<file path="src/pas_pkg.sv">
// Constants for the auto-negotiation and unit status register bank
package pas_pkg;
    localparam logic [4:0] PAS_OFS_BASIC_CTRL = 5'h00;
    localparam logic [4:0] PAS_OFS_ADVERTISE = 5'h04;
    localparam logic [4:0] PAS_OFS_PARTNER = 5'h05;
    localparam logic [4:0] PAS_OFS_EXPANSION = 5'h06;
    localparam logic [4:0] PAS_OFS_RSVD_LO = 5'h08;
    localparam logic [4:0] PAS_OFS_RSVD_HI = 5'h0F;
    localparam logic [4:0] PAS_OFS_UNIT_STATUS = 5'h10;
    // Basic control field positions
    localparam int PAS_BC_SPEED_BIT = 13;
    localparam int PAS_BC_AN_EN_BIT = 12;
    localparam int PAS_BC_RESTART_BIT = 9;
    localparam int PAS_BC_DUPLEX_BIT = 8;
    localparam logic PAS_BC_SPEED_RST = 1'h1;
    localparam logic PAS_BC_AN_EN_RST = 1'h1;
    localparam logic PAS_BC_DUPLEX_RST = 1'h0;
    // Advertisement fields
    localparam int PAS_ADV_NEXT_PAGE_BIT = 15;
    localparam int PAS_ADV_ACK_BIT = 14;
    localparam int PAS_ADV_RFAULT_BIT = 13;
    localparam int PAS_ADV_TECH_HI = 12;
    localparam int PAS_ADV_TECH_LO = 5;
    localparam logic PAS_ADV_RFAULT_RST = 1'h0;
    localparam logic [7:0] PAS_ADV_TECH_RST = 8'h2F;
    localparam logic [4:0] PAS_ADV_SELECTOR = 5'h01;
    // Technology field bit positions (within the 8-bit field)
    localparam int PAS_TECH_10HD = 0;
    localparam int PAS_TECH_10FD = 1;
    localparam int PAS_TECH_100HD = 2;
    localparam int PAS_TECH_100FD = 3;
    localparam int PAS_TECH_T4 = 4;
    // Expansion fields
    localparam int PAS_EXP_PD_FAULT_BIT = 4;
    localparam int PAS_EXP_LP_NP_BIT = 3;
    localparam int PAS_EXP_NP_ABLE_BIT = 2;
    localparam int PAS_EXP_PAGE_RX_BIT = 1;
    localparam int PAS_EXP_LP_AN_BIT = 0;
    localparam logic PAS_EXP_NP_ABLE = 1'h0;
    // Unit status and control fields
    localparam int PAS_US_RSVD_HI = 15;
    localparam int PAS_US_RSVD_LO = 14;
    localparam int PAS_US_DISC_BIT = 13;
    localparam int PAS_US_TXFC_BIT = 12;
    localparam int PAS_US_SYNC_BIT = 11;
    localparam int PAS_US_PD100_BIT = 10;
    localparam int PAS_US_PD10_BIT = 9;
    localparam int PAS_US_POL_BIT = 8;
    localparam int PAS_US_SPEED_BIT = 1;
    localparam int PAS_US_DUPLEX_BIT = 0;
    localparam logic [1:0] PAS_US_RSVD_RST = 2'h0;
    localparam logic PAS_US_DISC_RST = 1'h0;
    localparam logic PAS_US_TXFC_RST = 1'h0;
    // Synchronised status: {sync, pd100, pd10, polarity}
    localparam logic [3:0] PAS_STAT_RST = 4'h6;
endpackage : pas_pkg

</file>
<file path="src/pas_sync.sv">
// Two-flop synchroniser with a constant reset value
`timescale 1ns/1ns
module pas_sync #(
    parameter int WIDTH = 1,
    parameter logic [WIDTH-1:0] RST_VAL = '0
) (
    // Clock and reset
    input wire logic clk_in,
    input wire logic rst_n_in,
    // Data
    input wire logic [WIDTH-1:0] d_in,
    output logic [WIDTH-1:0] q_out
);
    logic [WIDTH-1:0] meta_q;

    always_ff @(posedge clk_in or negedge rst_n_in)
    begin
        if (!rst_n_in)
        begin
            meta_q <= RST_VAL;
            q_out <= RST_VAL;
        end
        else
        begin
            meta_q <= d_in;
            q_out <= meta_q;
        end
    end
endmodule : pas_sync

</file>
<file path="src/pas_resolve.sv">
// Highest common denominator speed and duplex resolution
`timescale 1ns/1ns
module pas_resolve (
    // Abilities
    input wire logic [7:0] local_tech_in,
    input wire logic [7:0] partner_tech_in,
    // Result
    output logic speed_100_out,
    output logic full_duplex_out
);
    logic [7:0] common;

    always_comb
    begin
        common = local_tech_in & partner_tech_in;
        speed_100_out = 1'b0;
        full_duplex_out = 1'b0;
        // Priority: 100 full, 100 half or T4, 10 full, 10 half
        if (common[pas_pkg::PAS_TECH_100FD])
        begin
            speed_100_out = 1'b1;
            full_duplex_out = 1'b1;
        end
        else if (common[pas_pkg::PAS_TECH_100HD]
                 || common[pas_pkg::PAS_TECH_T4])
        begin
            speed_100_out = 1'b1;
        end
        else if (common[pas_pkg::PAS_TECH_10FD])
        begin
            full_duplex_out = 1'b1;
        end
    end
endmodule : pas_resolve

</file>
<file path="src/pas_regs.sv">
// Auto-negotiation and unit status/control register bank
// Functional notes
// - Advertisement bit 15 always reads zero; writes to it are ignored.
// - Advertisement bit 13 writable, resets zero, sends remote fault.
// - Advertisement bits 12:5 writable, reset 00101111, sent to partner.
// - Advertisement bits 4:0 read-only constant 00001.
// - Partner register is read-only and shows the received base page.
// - Partner bit 14 set once the partner page has been received.
// - Expansion bit 4 latches parallel detect fault, clears on read.
// - Expansion bit 1 latches new page arrival, clears on read.
// - Expansion bit 3 partner next page able, bit 0 partner AN able.
// - Expansion bit 2 reads zero: no local next page support.
// - Expansion bits 15:5 and advertisement bit 14 read zero.
// - Indices eight to fifteen have no function and read zero.
// - Unit bit 13 writable, resets zero, enables carrier disconnect.
// - Unit bit 12 writable, resets zero, one enables transmit flow control.
// - Unit bit 11 reports 100 Mb/s deserializer in sync.
// - Unit bits 10 and 9 show power-down, read one after reset.
// - Unit bit 8 reads one on reversed 10 Mb/s polarity.
// - Unit bits 1 and 0 report resolved speed and duplex.
// - Unit bits 15:14 writable, reset zero, read back as written; bits 7:2 read zero.
// - Basic control bit 9 restarts negotiation and clears itself.
// - With basic control bit 12 set, manual speed and duplex ignored.
`timescale 1ns/1ns
module pas_regs (
    // Clock and reset
    input wire logic clk_in,
    input wire logic arst_n_in,
    // Management register access
    input wire logic [4:0] reg_addr_in,
    input wire logic reg_wr_in,
    input wire logic reg_rd_in,
    input wire logic [15:0] reg_wdata_in,
    output logic [15:0] reg_rdata_out,
    // Negotiation engine
    input wire logic partner_page_valid_in,
    input wire logic [15:0] partner_page_in,
    input wire logic partner_an_able_in,
    input wire logic pd_fault_in,
    input wire logic an_complete_in,
    output logic [15:0] adv_page_out,
    output logic an_restart_out,
    output logic an_enable_out,
    // Analog status pins
    input wire logic rx_in_sync_in,
    input wire logic pd_100_in,
    input wire logic pd_10_in,
    input wire logic rx_pol_reversed_in,
    // Control and result
    output logic carrier_disc_en_out,
    output logic tx_flow_ctrl_en_out,
    output logic speed_100_out,
    output logic full_duplex_out
);
    logic rst_meta_q;
    logic rst_n_q;
    logic [3:0] stat_sync;
    logic bc_speed_q;
    logic bc_an_en_q;
    logic bc_duplex_q;
    logic restart_q;
    logic adv_rfault_q;
    logic [7:0] adv_tech_q;
    logic [15:0] partner_q;
    logic partner_ack_q;
    logic pd_fault_q;
    logic page_rx_q;
    logic lp_an_able_q;
    logic [1:0] us_rsvd_q;
    logic disc_en_q;
    logic txfc_en_q;
    logic res_speed;
    logic res_duplex;
    logic [15:0] adv_word;
    logic [15:0] bc_word;
    logic [15:0] partner_word;
    logic [15:0] exp_word;
    logic [15:0] us_word;
    logic [15:0] rd_word;
    logic wr_bc;
    logic wr_adv;
    logic wr_us;
    logic rd_exp;

    // Reset release through two flops
    always_ff @(posedge clk_in or negedge arst_n_in)
    begin
        if (!arst_n_in)
        begin
            rst_meta_q <= 1'b0;
            rst_n_q <= 1'b0;
        end
        else
        begin
            rst_meta_q <= 1'b1;
            rst_n_q <= rst_meta_q;
        end
    end

    // Analog status arrives asynchronously
    pas_sync #(
        .WIDTH(4),
        .RST_VAL(pas_pkg::PAS_STAT_RST)
    ) u_stat_sync (
        .clk_in(clk_in),
        .rst_n_in(rst_n_q),
        .d_in({rx_in_sync_in, pd_100_in, pd_10_in, rx_pol_reversed_in}),
        .q_out(stat_sync)
    );

    pas_resolve u_resolve (
        .local_tech_in(adv_tech_q),
        .partner_tech_in(partner_q[pas_pkg::PAS_ADV_TECH_HI:
                                   pas_pkg::PAS_ADV_TECH_LO]),
        .speed_100_out(res_speed),
        .full_duplex_out(res_duplex)
    );

    assign wr_bc = reg_wr_in && (reg_addr_in == pas_pkg::PAS_OFS_BASIC_CTRL);
    assign wr_adv = reg_wr_in && (reg_addr_in == pas_pkg::PAS_OFS_ADVERTISE);
    assign wr_us = reg_wr_in && (reg_addr_in == pas_pkg::PAS_OFS_UNIT_STATUS);
    // Only the expansion register has read side effects
    assign rd_exp = reg_rd_in && (reg_addr_in == pas_pkg::PAS_OFS_EXPANSION);

    // Basic control subset: speed, enable, duplex; restart is handled below
    always_ff @(posedge clk_in or negedge rst_n_q)
    begin
        if (!rst_n_q)
        begin
            bc_speed_q <= pas_pkg::PAS_BC_SPEED_RST;
            bc_an_en_q <= pas_pkg::PAS_BC_AN_EN_RST;
            bc_duplex_q <= pas_pkg::PAS_BC_DUPLEX_RST;
        end
        else if (wr_bc)
        begin
            bc_speed_q <= reg_wdata_in[pas_pkg::PAS_BC_SPEED_BIT];
            bc_an_en_q <= reg_wdata_in[pas_pkg::PAS_BC_AN_EN_BIT];
            bc_duplex_q <= reg_wdata_in[pas_pkg::PAS_BC_DUPLEX_BIT];
        end
    end

    // Restart is one cycle wide, then reads back as zero
    always_ff @(posedge clk_in or negedge rst_n_q)
    begin
        if (!rst_n_q)
        begin
            restart_q <= 1'b0;
        end
        else
        begin
            restart_q <= wr_bc
                         && reg_wdata_in[pas_pkg::PAS_BC_RESTART_BIT];
        end
    end

    // Advertisement writable fields
    always_ff @(posedge clk_in or negedge rst_n_q)
    begin
        if (!rst_n_q)
        begin
            adv_rfault_q <= pas_pkg::PAS_ADV_RFAULT_RST;
            adv_tech_q <= pas_pkg::PAS_ADV_TECH_RST;
        end
        else if (wr_adv)
        begin
            adv_rfault_q <=
                reg_wdata_in[pas_pkg::PAS_ADV_RFAULT_BIT];
            adv_tech_q <= reg_wdata_in[pas_pkg::PAS_ADV_TECH_HI:
                                       pas_pkg::PAS_ADV_TECH_LO];
        end
    end

    // Partner page capture; a restart forgets the old partner
    always_ff @(posedge clk_in or negedge rst_n_q)
    begin
        if (!rst_n_q)
        begin
            partner_q <= 16'h0000;
            partner_ack_q <= 1'b0;
        end
        else if (partner_page_valid_in)
        begin
            partner_q <= partner_page_in;
            partner_ack_q <= 1'b1;
        end
        else if (restart_q)
        begin
            partner_q <= 16'h0000;
            partner_ack_q <= 1'b0;
        end
    end

    // Latched events: a set in the read cycle survives the clear
    always_ff @(posedge clk_in or negedge rst_n_q)
    begin
        if (!rst_n_q)
        begin
            pd_fault_q <= 1'b0;
            page_rx_q <= 1'b0;
        end
        else
        begin
            pd_fault_q <= pd_fault_in || (pd_fault_q && !rd_exp);
            page_rx_q <= partner_page_valid_in
                         || (page_rx_q && !rd_exp);
        end
    end

    always_ff @(posedge clk_in or negedge rst_n_q)
    begin
        if (!rst_n_q)
        begin
            lp_an_able_q <= 1'b0;
        end
        else
        begin
            lp_an_able_q <= partner_an_able_in;
        end
    end

    // Unit status and control writable bits
    always_ff @(posedge clk_in or negedge rst_n_q)
    begin
        if (!rst_n_q)
        begin
            us_rsvd_q <= pas_pkg::PAS_US_RSVD_RST;
            disc_en_q <= pas_pkg::PAS_US_DISC_RST;
            txfc_en_q <= pas_pkg::PAS_US_TXFC_RST;
        end
        else if (wr_us)
        begin
            us_rsvd_q <= reg_wdata_in[pas_pkg::PAS_US_RSVD_HI:
                                      pas_pkg::PAS_US_RSVD_LO];
            disc_en_q <= reg_wdata_in[pas_pkg::PAS_US_DISC_BIT];
            txfc_en_q <= reg_wdata_in[pas_pkg::PAS_US_TXFC_BIT];
        end
    end

    // Read words; read-only fields are built, never stored from writes
    always_comb
    begin
        bc_word = 16'h0000;
        bc_word[pas_pkg::PAS_BC_SPEED_BIT] = bc_speed_q;
        bc_word[pas_pkg::PAS_BC_AN_EN_BIT] = bc_an_en_q;
        bc_word[pas_pkg::PAS_BC_DUPLEX_BIT] = bc_duplex_q;
        adv_word = 16'h0000;
        adv_word[pas_pkg::PAS_ADV_RFAULT_BIT] = adv_rfault_q;
        adv_word[pas_pkg::PAS_ADV_TECH_HI:pas_pkg::PAS_ADV_TECH_LO] =
            adv_tech_q;
        adv_word[4:0] = pas_pkg::PAS_ADV_SELECTOR;
        partner_word = partner_q;
        partner_word[pas_pkg::PAS_ADV_ACK_BIT] = partner_ack_q;
        exp_word = 16'h0000;
        exp_word[pas_pkg::PAS_EXP_PD_FAULT_BIT] = pd_fault_q;
        exp_word[pas_pkg::PAS_EXP_LP_NP_BIT] =
            partner_q[pas_pkg::PAS_ADV_NEXT_PAGE_BIT];
        exp_word[pas_pkg::PAS_EXP_NP_ABLE_BIT] =
            pas_pkg::PAS_EXP_NP_ABLE;
        exp_word[pas_pkg::PAS_EXP_PAGE_RX_BIT] = page_rx_q;
        exp_word[pas_pkg::PAS_EXP_LP_AN_BIT] = lp_an_able_q;
        us_word = 16'h0000;
        us_word[pas_pkg::PAS_US_RSVD_HI:pas_pkg::PAS_US_RSVD_LO] = us_rsvd_q;
        us_word[pas_pkg::PAS_US_DISC_BIT] = disc_en_q;
        us_word[pas_pkg::PAS_US_TXFC_BIT] = txfc_en_q;
        us_word[pas_pkg::PAS_US_SYNC_BIT] = stat_sync[3];
        us_word[pas_pkg::PAS_US_PD100_BIT] = stat_sync[2];
        us_word[pas_pkg::PAS_US_PD10_BIT] = stat_sync[1];
        us_word[pas_pkg::PAS_US_POL_BIT] = stat_sync[0];
        us_word[pas_pkg::PAS_US_SPEED_BIT] = speed_100_out;
        us_word[pas_pkg::PAS_US_DUPLEX_BIT] = full_duplex_out;
        if (reg_addr_in == pas_pkg::PAS_OFS_BASIC_CTRL)
        begin
            rd_word = bc_word;
        end
        else if (reg_addr_in == pas_pkg::PAS_OFS_ADVERTISE)
        begin
            rd_word = adv_word;
        end
        else if (reg_addr_in == pas_pkg::PAS_OFS_PARTNER)
        begin
            rd_word = partner_word;
        end
        else if (reg_addr_in == pas_pkg::PAS_OFS_EXPANSION)
        begin
            rd_word = exp_word;
        end
        else if (reg_addr_in == pas_pkg::PAS_OFS_UNIT_STATUS)
        begin
            rd_word = us_word;
        end
        else
        begin
            // Eight to fifteen and unmapped indices read zero
            rd_word = 16'h0000;
        end
    end

    // Read data held until the next read
    always_ff @(posedge clk_in or negedge rst_n_q)
    begin
        if (!rst_n_q)
        begin
            reg_rdata_out <= 16'h0000;
        end
        else if (reg_rd_in)
        begin
            reg_rdata_out <= rd_word;
        end
    end

    // Result: negotiated when enabled, otherwise manual selection
    always_ff @(posedge clk_in or negedge rst_n_q)
    begin
        if (!rst_n_q)
        begin
            speed_100_out <= 1'b0;
            full_duplex_out <= 1'b0;
        end
        else if (!bc_an_en_q)
        begin
            speed_100_out <= bc_speed_q;
            full_duplex_out <= bc_duplex_q;
        end
        else if (an_complete_in && partner_ack_q)
        begin
            speed_100_out <= res_speed;
            full_duplex_out <= res_duplex;
        end
    end

    // Registered control outputs
    always_ff @(posedge clk_in or negedge rst_n_q)
    begin
        if (!rst_n_q)
        begin
            adv_page_out <= 16'h0000;
            an_restart_out <= 1'b0;
            an_enable_out <= 1'b0;
            carrier_disc_en_out <= 1'b0;
            tx_flow_ctrl_en_out <= 1'b0;
        end
        else
        begin
            adv_page_out <= adv_word;
            an_restart_out <= restart_q;
            an_enable_out <= bc_an_en_q;
            carrier_disc_en_out <= disc_en_q;
            tx_flow_ctrl_en_out <= txfc_en_q;
        end
    end
endmodule : pas_regs

</file>
<file path="config.mk">
export PLATFORM = sky130hd
export DESIGN_NAME = pas_regs
export DESIGN_NICKNAME = d
export VERILOG_FILES = /design/src/pas_pkg.sv /design/src/pas_sync.sv /design/src/pas_resolve.sv /design/src/pas_regs.sv
export SDC_FILE = /design/constraint.sdc
export NUM_CORES = 1
export LEC_CHECK = 0
export ABC_AREA = 0
export BUFFER_PORTS_ARGS = -buffer_cell sky130_fd_sc_hd__buf_2
export CAP_MARGIN = 20
export CORE_ASPECT_RATIO = 0.75
export CORE_MARGIN = 1.5
export CORE_UTILIZATION = 38
export DETAILED_ROUTE_END_ITERATION = 12
export PLACE_DENSITY = 0.7
export SKIP_CTS_REPAIR_TIMING = 1
export SKIP_LAST_GASP = 1
export SYNTH_ARGS = -nofsm -noshare
export SYNTH_HDL_FRONTEND = slang
export SYNTH_HIERARCHICAL = 1
export SYNTH_SLANG_ARGS = --single-unit
</file>
<file path="constraint.sdc">
create_clock -name clk_in -period 2.5 [get_ports clk_in]
set_clock_uncertainty 0.05 [all_clocks]
set_input_delay 0.125 -clock clk_in [delete_from_list [all_inputs] [get_ports clk_in]]
set_output_delay 0.125 -clock clk_in [all_outputs]
set_load 0.02 [all_outputs]
</file>
==> results of run 1 <==
cell type report:
class,instances,area share [%]
Clock buffer,9,2.95
Inverter,13,1.16
Multi-Input combinational cell,155,25.2
Clock inverter,7,3.81
Sequential cell,78,46.8
Tap cell,105,3.13
Timing Repair Buffer,109,17.0
per-layer routing:
metal | part of all wire [%] | wire length, µm | GRT usage [%] | up-vias
met1 | 44 | 3150 | 21.1 | 1120
met3 | 7.6 | 543 | 6.51 | 4
met2 | 48 | 3390 | 27.1 | 75
met5 | 0 | 0 | 0 | -
li1 | - | - | - | 1102
met4 | 0.48 | 34 | 4.74 | 0
through the flow:
step,cells,area [µm²]
after floorplan,263,3170
after global placement,428,3600
after detailed placement,428,3600
after CTS,444,3880
after global routing,476,4200
final,476,4200
worst min-delay path by stage:
stage / startpoint / endpoint
final: reg_wdata_in[13] / adv_rfault_q$_DFFE_PN0P_
after global routing: reg_wdata_in[13] / adv_rfault_q$_DFFE_PN0P_
after CTS: arst_n_in / rst_n_q$_DFF_PN0_
after detailed placement: arst_n_in / rst_meta_q$_DFF_PN0_
after global placement: arst_n_in / rst_meta_q$_DFF_PN0_
after floorplan: arst_n_in / rst_meta_q$_DFF_PN0_
kinds of logic (layout without fill, tap and decap cells):
logic type             after synthesis  after routing  share of synthesized area, %
buffers and inverters               30            138                          4.54
AO/OA/AOI/OAI                       51             51                          10.2
multiplexers                        27             27                          9.47
flip-flops                          78             78                          62.5
AND/OR/NAND/NOR                     69             69                          13.0
other                                2              8                         0.239
cell usage in the layout (no fill, tap or decap), types with 7 or more instances in the layout:
cell	Yosys	layout
a21oi_1	7	7
mux2_2	22	22
dlygate4sd3_1	0	32
dfrtp_1	67	66
dfstp_2	11	11
o21ai_0	22	22
a22oi_1	7	7
nand2_1	24	24
clkbuf_8	0	9
inv_1	13	13
conb_1	2	8
nand2b_1	15	15
buf_2	3	74
flip-flops by register name, summed over array words and instances (netlist names), 2 cells and up:
name                flops
reg_rdata_out          16
partner_q              15
adv_page_out           10
adv_tech_q              8
u_stat_sync/meta_q      4
u_stat_sync/q_out       4
us_rsvd_q               2
critical path, cell delays in order:
cell and delay [ps]:
buf_2 240, or4_4 480, or3b_4 420, o22ai_1 160
a21oi_1 60
where the power goes:
| group | internal (µW) | total [µW] | switching [µW] | leakage (µW) |
|---|---|---|---|---|
| sequential | 1420 | 1520 | 102 | 0.000954 |
| combinational | 199 | 427 | 229 | 0.000883 |
| clock | 861 | 1300 | 444 | 0.000143 |
==> flow_summary.ini, run 1 <==
[status]
status = complete, no violations

[power]
finalPower_uw = 3250
vdd_drop_max_mv = 0.309
power_density_nw_per_um2 = 774
power.leakage_uw = 0.00198

[clock_network]
cts_buffer_depth = 2
cts.htree.levels = 3
cts_buffers = 9
cts_tree = built
clockRootBuffer = clkbuf_8
clk_latency_ps = 350
clkTransAtPathRegs_ps = 70
clock_sinks = 78

[yosys]
ys_types = 38
synth_top_cell_area_share_pct = 53.3
synth-seq-cells = 78
syn-cell-area_um2 = 3140
yosysTopAreaCell = dfrtp_1
netlist_top_cells_area = dfrtp_1 (53%), dfstp_2 (9.2%), mux2_2 (7.9%)
netlist_instances = 257
synth_warnings = 6
synth_edf_count = 0
synth.avg_cell_area_um2 = 12.2
synth-async-reset-ratio_pct = 100
synth.most_common_cell = dfrtp_1
synthTopCellsByCount = dfrtp_1 (67), nand2_1 (24), mux2_2 (22), o21ai_0 (22), nand2b_1 (15)
synth-main-ff-cell = dfrtp_1
ys_seq_area_share_pct = 62.5

[worst_setup_path]
worstSetupEndpointType = flip-flop
cp-endpoint = reg_rdata_out[13]$_DFFE_PN0P_
arrival_ps = 1480
critical_path_class = in2reg
startpoint_type = input pin
rr_endpoint = full_duplex_out$_DFFE_PN0P_
r2r_slack_ps = 1240
r2r_start = adv_tech_q[2]$_DFFE_PN1P_
critPathLaunch = reg_addr_in[0]
r2r_cells = 4
critical_path.max_fanout = 17
cp_data_required_time_ps = 2660

[sta]
layout_setup_ws_ps = 1170
hold_viol = 0
fmax_ghz = 0.754
period_minus_slack_ps = 1330
rsz0062_at_grt = no
finalSetupViolations = 0
whs_ps = 2.95
slew_headroom_pct = 51.6
tightest_slew_ps = 726
finalCritPeriodShare_pct = 53.0
report.final.slew_viol_count = 0
fin_setup_tns_ps = 0

[global_routing]
grt_max_degree = 34
grt_pass1_vias = 2203
grt_pass1_wl_um = 10900
antenna_found_initial = 0
grtUsageTotal_pct = 16.7
overflow = 0

[layout]
fin_nets = 415
insertedDiodeCount = 0
drive_gt1_share_pct = 36.4
fin_util_pct = 52.8
fill_cells = 697
syn_to_final_growth_pct = 33.7
multi_input_area_um2 = 1060
regArea_um2 = 1970

[job]
max_cap_violations = 0

[floorplan]
num_rows = 28
die_y_um = 81.8
initial_core_util_pct = 39.5
ios = 87
die_w_um = 108
die-area_um2 = 8830
core-area_um2 = 7950

[drt]
viasPerCell = 4.83
ant_nets = 0
routedWlPerCell_um = 15.0
drt-total-wl_um = 7120
drtIter0Drc = 112
route.detailed.drc = 0
vias = 2301
drtPass1Iterations = 4

[place]
buffer_ports.inserted = 74
place.detailed.hpwl_um = 4910
post-place-ws_ps = 820
gp_congestion = 0.779

[hold_path]
hold_path_class = in2reg
hold_depth = 2
No activity file was read; power rests on OpenSTA's default activity.
==> run 2: changes to the inputs <==
--- a/config.mk
+++ b/config.mk
@@ -5,14 +5,14 @@
 export SDC_FILE = /design/constraint.sdc
 export NUM_CORES = 1
 export LEC_CHECK = 0
-export ABC_AREA = 0
+export ABC_AREA = 1
 export BUFFER_PORTS_ARGS = -buffer_cell sky130_fd_sc_hd__buf_2
 export CAP_MARGIN = 20
 export CORE_ASPECT_RATIO = 0.75
 export CORE_MARGIN = 1.5
 export CORE_UTILIZATION = 38
 export DETAILED_ROUTE_END_ITERATION = 12
-export PLACE_DENSITY = 0.7
+export PLACE_DENSITY = 0.68
 export SKIP_CTS_REPAIR_TIMING = 1
 export SKIP_LAST_GASP = 1
 export SYNTH_ARGS = -nofsm -noshare
==> constraint.sdc (replaced) <==
create_clock -name clk_in -period 1.27 [get_ports clk_in]
set_clock_uncertainty 0.05 [all_clocks]
set_input_delay 0.0635 -clock clk_in [delete_from_list [all_inputs] [get_ports clk_in]]
set_output_delay 0.0635 -clock clk_in [all_outputs]
set_load 0.02 [all_outputs]
==> run 2 against run 1 <==
The run now ends with negative hold slack left. Count of clock-buffer cells in the layout is 1 higher. Global-route usage is 0.73 points higher. Synthesized area is 1.6% higher. Non-clock buffer count is 9 higher. Final cell count is 20% higher. Utilization is 0.44 points higher. Final area is 1.7% higher. Largest power group unchanged. Highest routed layer unchanged.
==> flow_summary.ini, run 2 <==
[status]
status = finished, violations left
violations = negative hold slack

[place]
buffer_ports.inserted = 74
placed_area_um2 = 3710
gp_congestion = 0.820
place.detailed.hpwl_um = 5330

[worst_setup_path]
r2r_slack_ps = 170
cp_data_required_time_ps = 1510
r2r_cells = 4
r2r_start = bc_an_en_q$_DFFE_PN1P_
critPathLaunch = reg_addr_in[4]
rr_endpoint = full_duplex_out$_DFFE_PN0P_
critical_path_class = in2reg
arrival_ps = 1420
critical_path.max_fanout = 7
startpoint_type = input pin
worstSetupEndpointType = flip-flop

[yosys]
ys_types = 29
synth_compound_area_share_pct = 8.70
synthTopCellsByCount = nand2_1 (104), dfrtp_1 (67), inv_1 (37)
synth-async-reset-ratio_pct = 100
netlist_instances = 342
synth.avg_cell_area_um2 = 9.34
synth-main-ff-cell = dfrtp_1
ys_seq_area_share_pct = 61.5
yosysTopAreaCell = dfrtp_1
synth_top_family_by_area = simple AND/OR/NAND/NOR gates
synth_mux_area_share_pct = 0
synth-seq-cells = 78
synth_xor_area_share_pct = 0
synth_top_cell_area_share_pct = 52.5
yosys.area_share.simple_pct = 21.8
synthAdderAreaFrac_pct = 0
synth_warnings = 6
synth_edf_count = 0
synth.most_common_cell = nand2_1
syn-cell-area_um2 = 3190
netlist_top_cells_area = dfrtp_1 (52%), nand2_1 (12%), dfstp_2 (9.0%)

[layout]
syn_to_final_growth_pct = 33.8
insertedDiodeCount = 0
final_common_cell = nand2_1
mostFrequentLayoutCells = nand2_1 (104), buf_2 (74), dfrtp_1 (66)
multi_input_area_um2 = 1010
drive_gt1_share_pct = 28.7
fill_cells = 718
largest_register_ffs = 16
fin_nets = 511
top_register = reg_rdata_out
final_area_um2 = 4280
largest_registers = reg_rdata_out: 16 flops, partner_q: 15 flops, adv_page_out: 10 flops
regArea_um2 = 1970

[drt]
vias = 2646
route.detailed.drc = 0
routedWlPerCell_um = 12.9
viasPerCell = 4.63
ant_nets = 0
drtPass1Iterations = 4
drtIter0Drc = 134
drt-total-wl_um = 7380

[sta]
hold_viol = 1
rsz0062_at_grt = no
finalCritPeriodShare_pct = 92.7
fmax_ghz = 0.849
period_minus_slack_ps = 1180
whs_ps = -6.17
fin_setup_tns_ps = 0
report.final.slew_viol_count = 0
finalSetupViolations = 0

[floorplan]
num_rows = 28
initial_core_util_pct = 39.8
die-area_um2 = 8970
die_y_um = 82.4
die_w_um = 109
core-area_um2 = 8020
ios = 87

[global_routing]
grt_pass1_wl_um = 11400
antenna_found_initial = 1
grtUsageTotal_pct = 17.5
grt_pass1_vias = 2359
grt_max_degree = 77
overflow = 0

[clock_network]
cts_buffers = 9
clkTransAtPathRegs_ps = 80
clockRootBuffer = clkbuf_8
clock_sinks = 78
cts.htree.levels = 3
cts_buffer_depth = 2
cts_tree = built
clk_latency_ps = 340

[hold_path]
min_to = adv_tech_q[1]$_DFFE_PN1P_
worstHoldStart = reg_wr_in
hold_path_class = in2reg
hold_depth = 3

[power]
power.leakage_uw = 0.00229
power_density_nw_per_um2 = 1320
vdd_drop_max_mv = 0.627

[job]
max_cap_violations = 0
-- run 2: kinds of logic (layout without fill, tap and decap cells) --
family	count (synthesis)	in the layout
and+or+nand+nor	159	159
DFF	78	78
AOI/OAI and AO/OA	47	47
other	2	8
buffers and inverters	56	175
-- run 2: critical path, stage by stage --
cell           delay (ps)
buf_2                 150
inv_4                  90
nand2_2                70
nor2_4                150
nand2_4                90
inv_4                 100
nand3_1                60
dlygate4sd3_1         560
nand2_1                70
-- run 2: cell type report --
type | count | area share [%]
tap | 105 | 3.07
clock inverter | 6 | 1.67
inverter | 41 | 3.72
timing repair buffer | 118 | 18.7
clock buffer | 10 | 3.22
sequential | 78 | 46.1
multi-input combinational | 214 | 23.5
-- run 2: per-stage QoR --
| stage | setup slack (ps) | hold WS, ps | std cells | util [%] | total power (µW) |
|---|---|---|---|---|---|
| after CTS | 61.1 | -584 | 537 | 48.9 | 5640 |
| after floorplan | 183 | -282 | 348 | - | 3410 |
| after detailed placement | 51.8 | -197 | 521 | 46.3 | 3730 |
| after global routing | 40.8 | 9.00 | 572 | 53.3 | 5930 |
| after global placement | 93.4 | -199 | 521 | 46.3 | 3700 |
| final | 92.7 | -6.17 | 572 | 53.3 | 5640 |
-- run 2: worst max-delay path by stage --
stage                                           end  slack [ps]  depth (start not counted)
after CTS                  partner_q[4]$_DFFE_PN0P_          60                          2
after global routing      adv_tech_q[2]$_DFFE_PN1P_          40                          9
final                     adv_tech_q[2]$_DFFE_PN1P_          90                          9
after global placement    adv_tech_q[6]$_DFFE_PN0P_          90                          9
after detailed placement  adv_tech_q[6]$_DFFE_PN0P_          50                          9
after floorplan            partner_q[0]$_DFFE_PN0P_         180                          3
-- run 2: power by group --
part           switching (µW)  total (µW)  internal [µW]
combinational             491         814            323
sequential                168        2940           2780
clock                     912        1880            970
-- run 2: metal layers --
layer	part of all wire, %	global-route usage (%)	up-vias	wire length [µm]
li1	-	-	1303	-
met1	47	24.8	1222	3470
met2	43	24.1	109	3190
met3	8.5	6.83	12	627
met4	1.4	6.05	0	100
met5	0	0	-	0
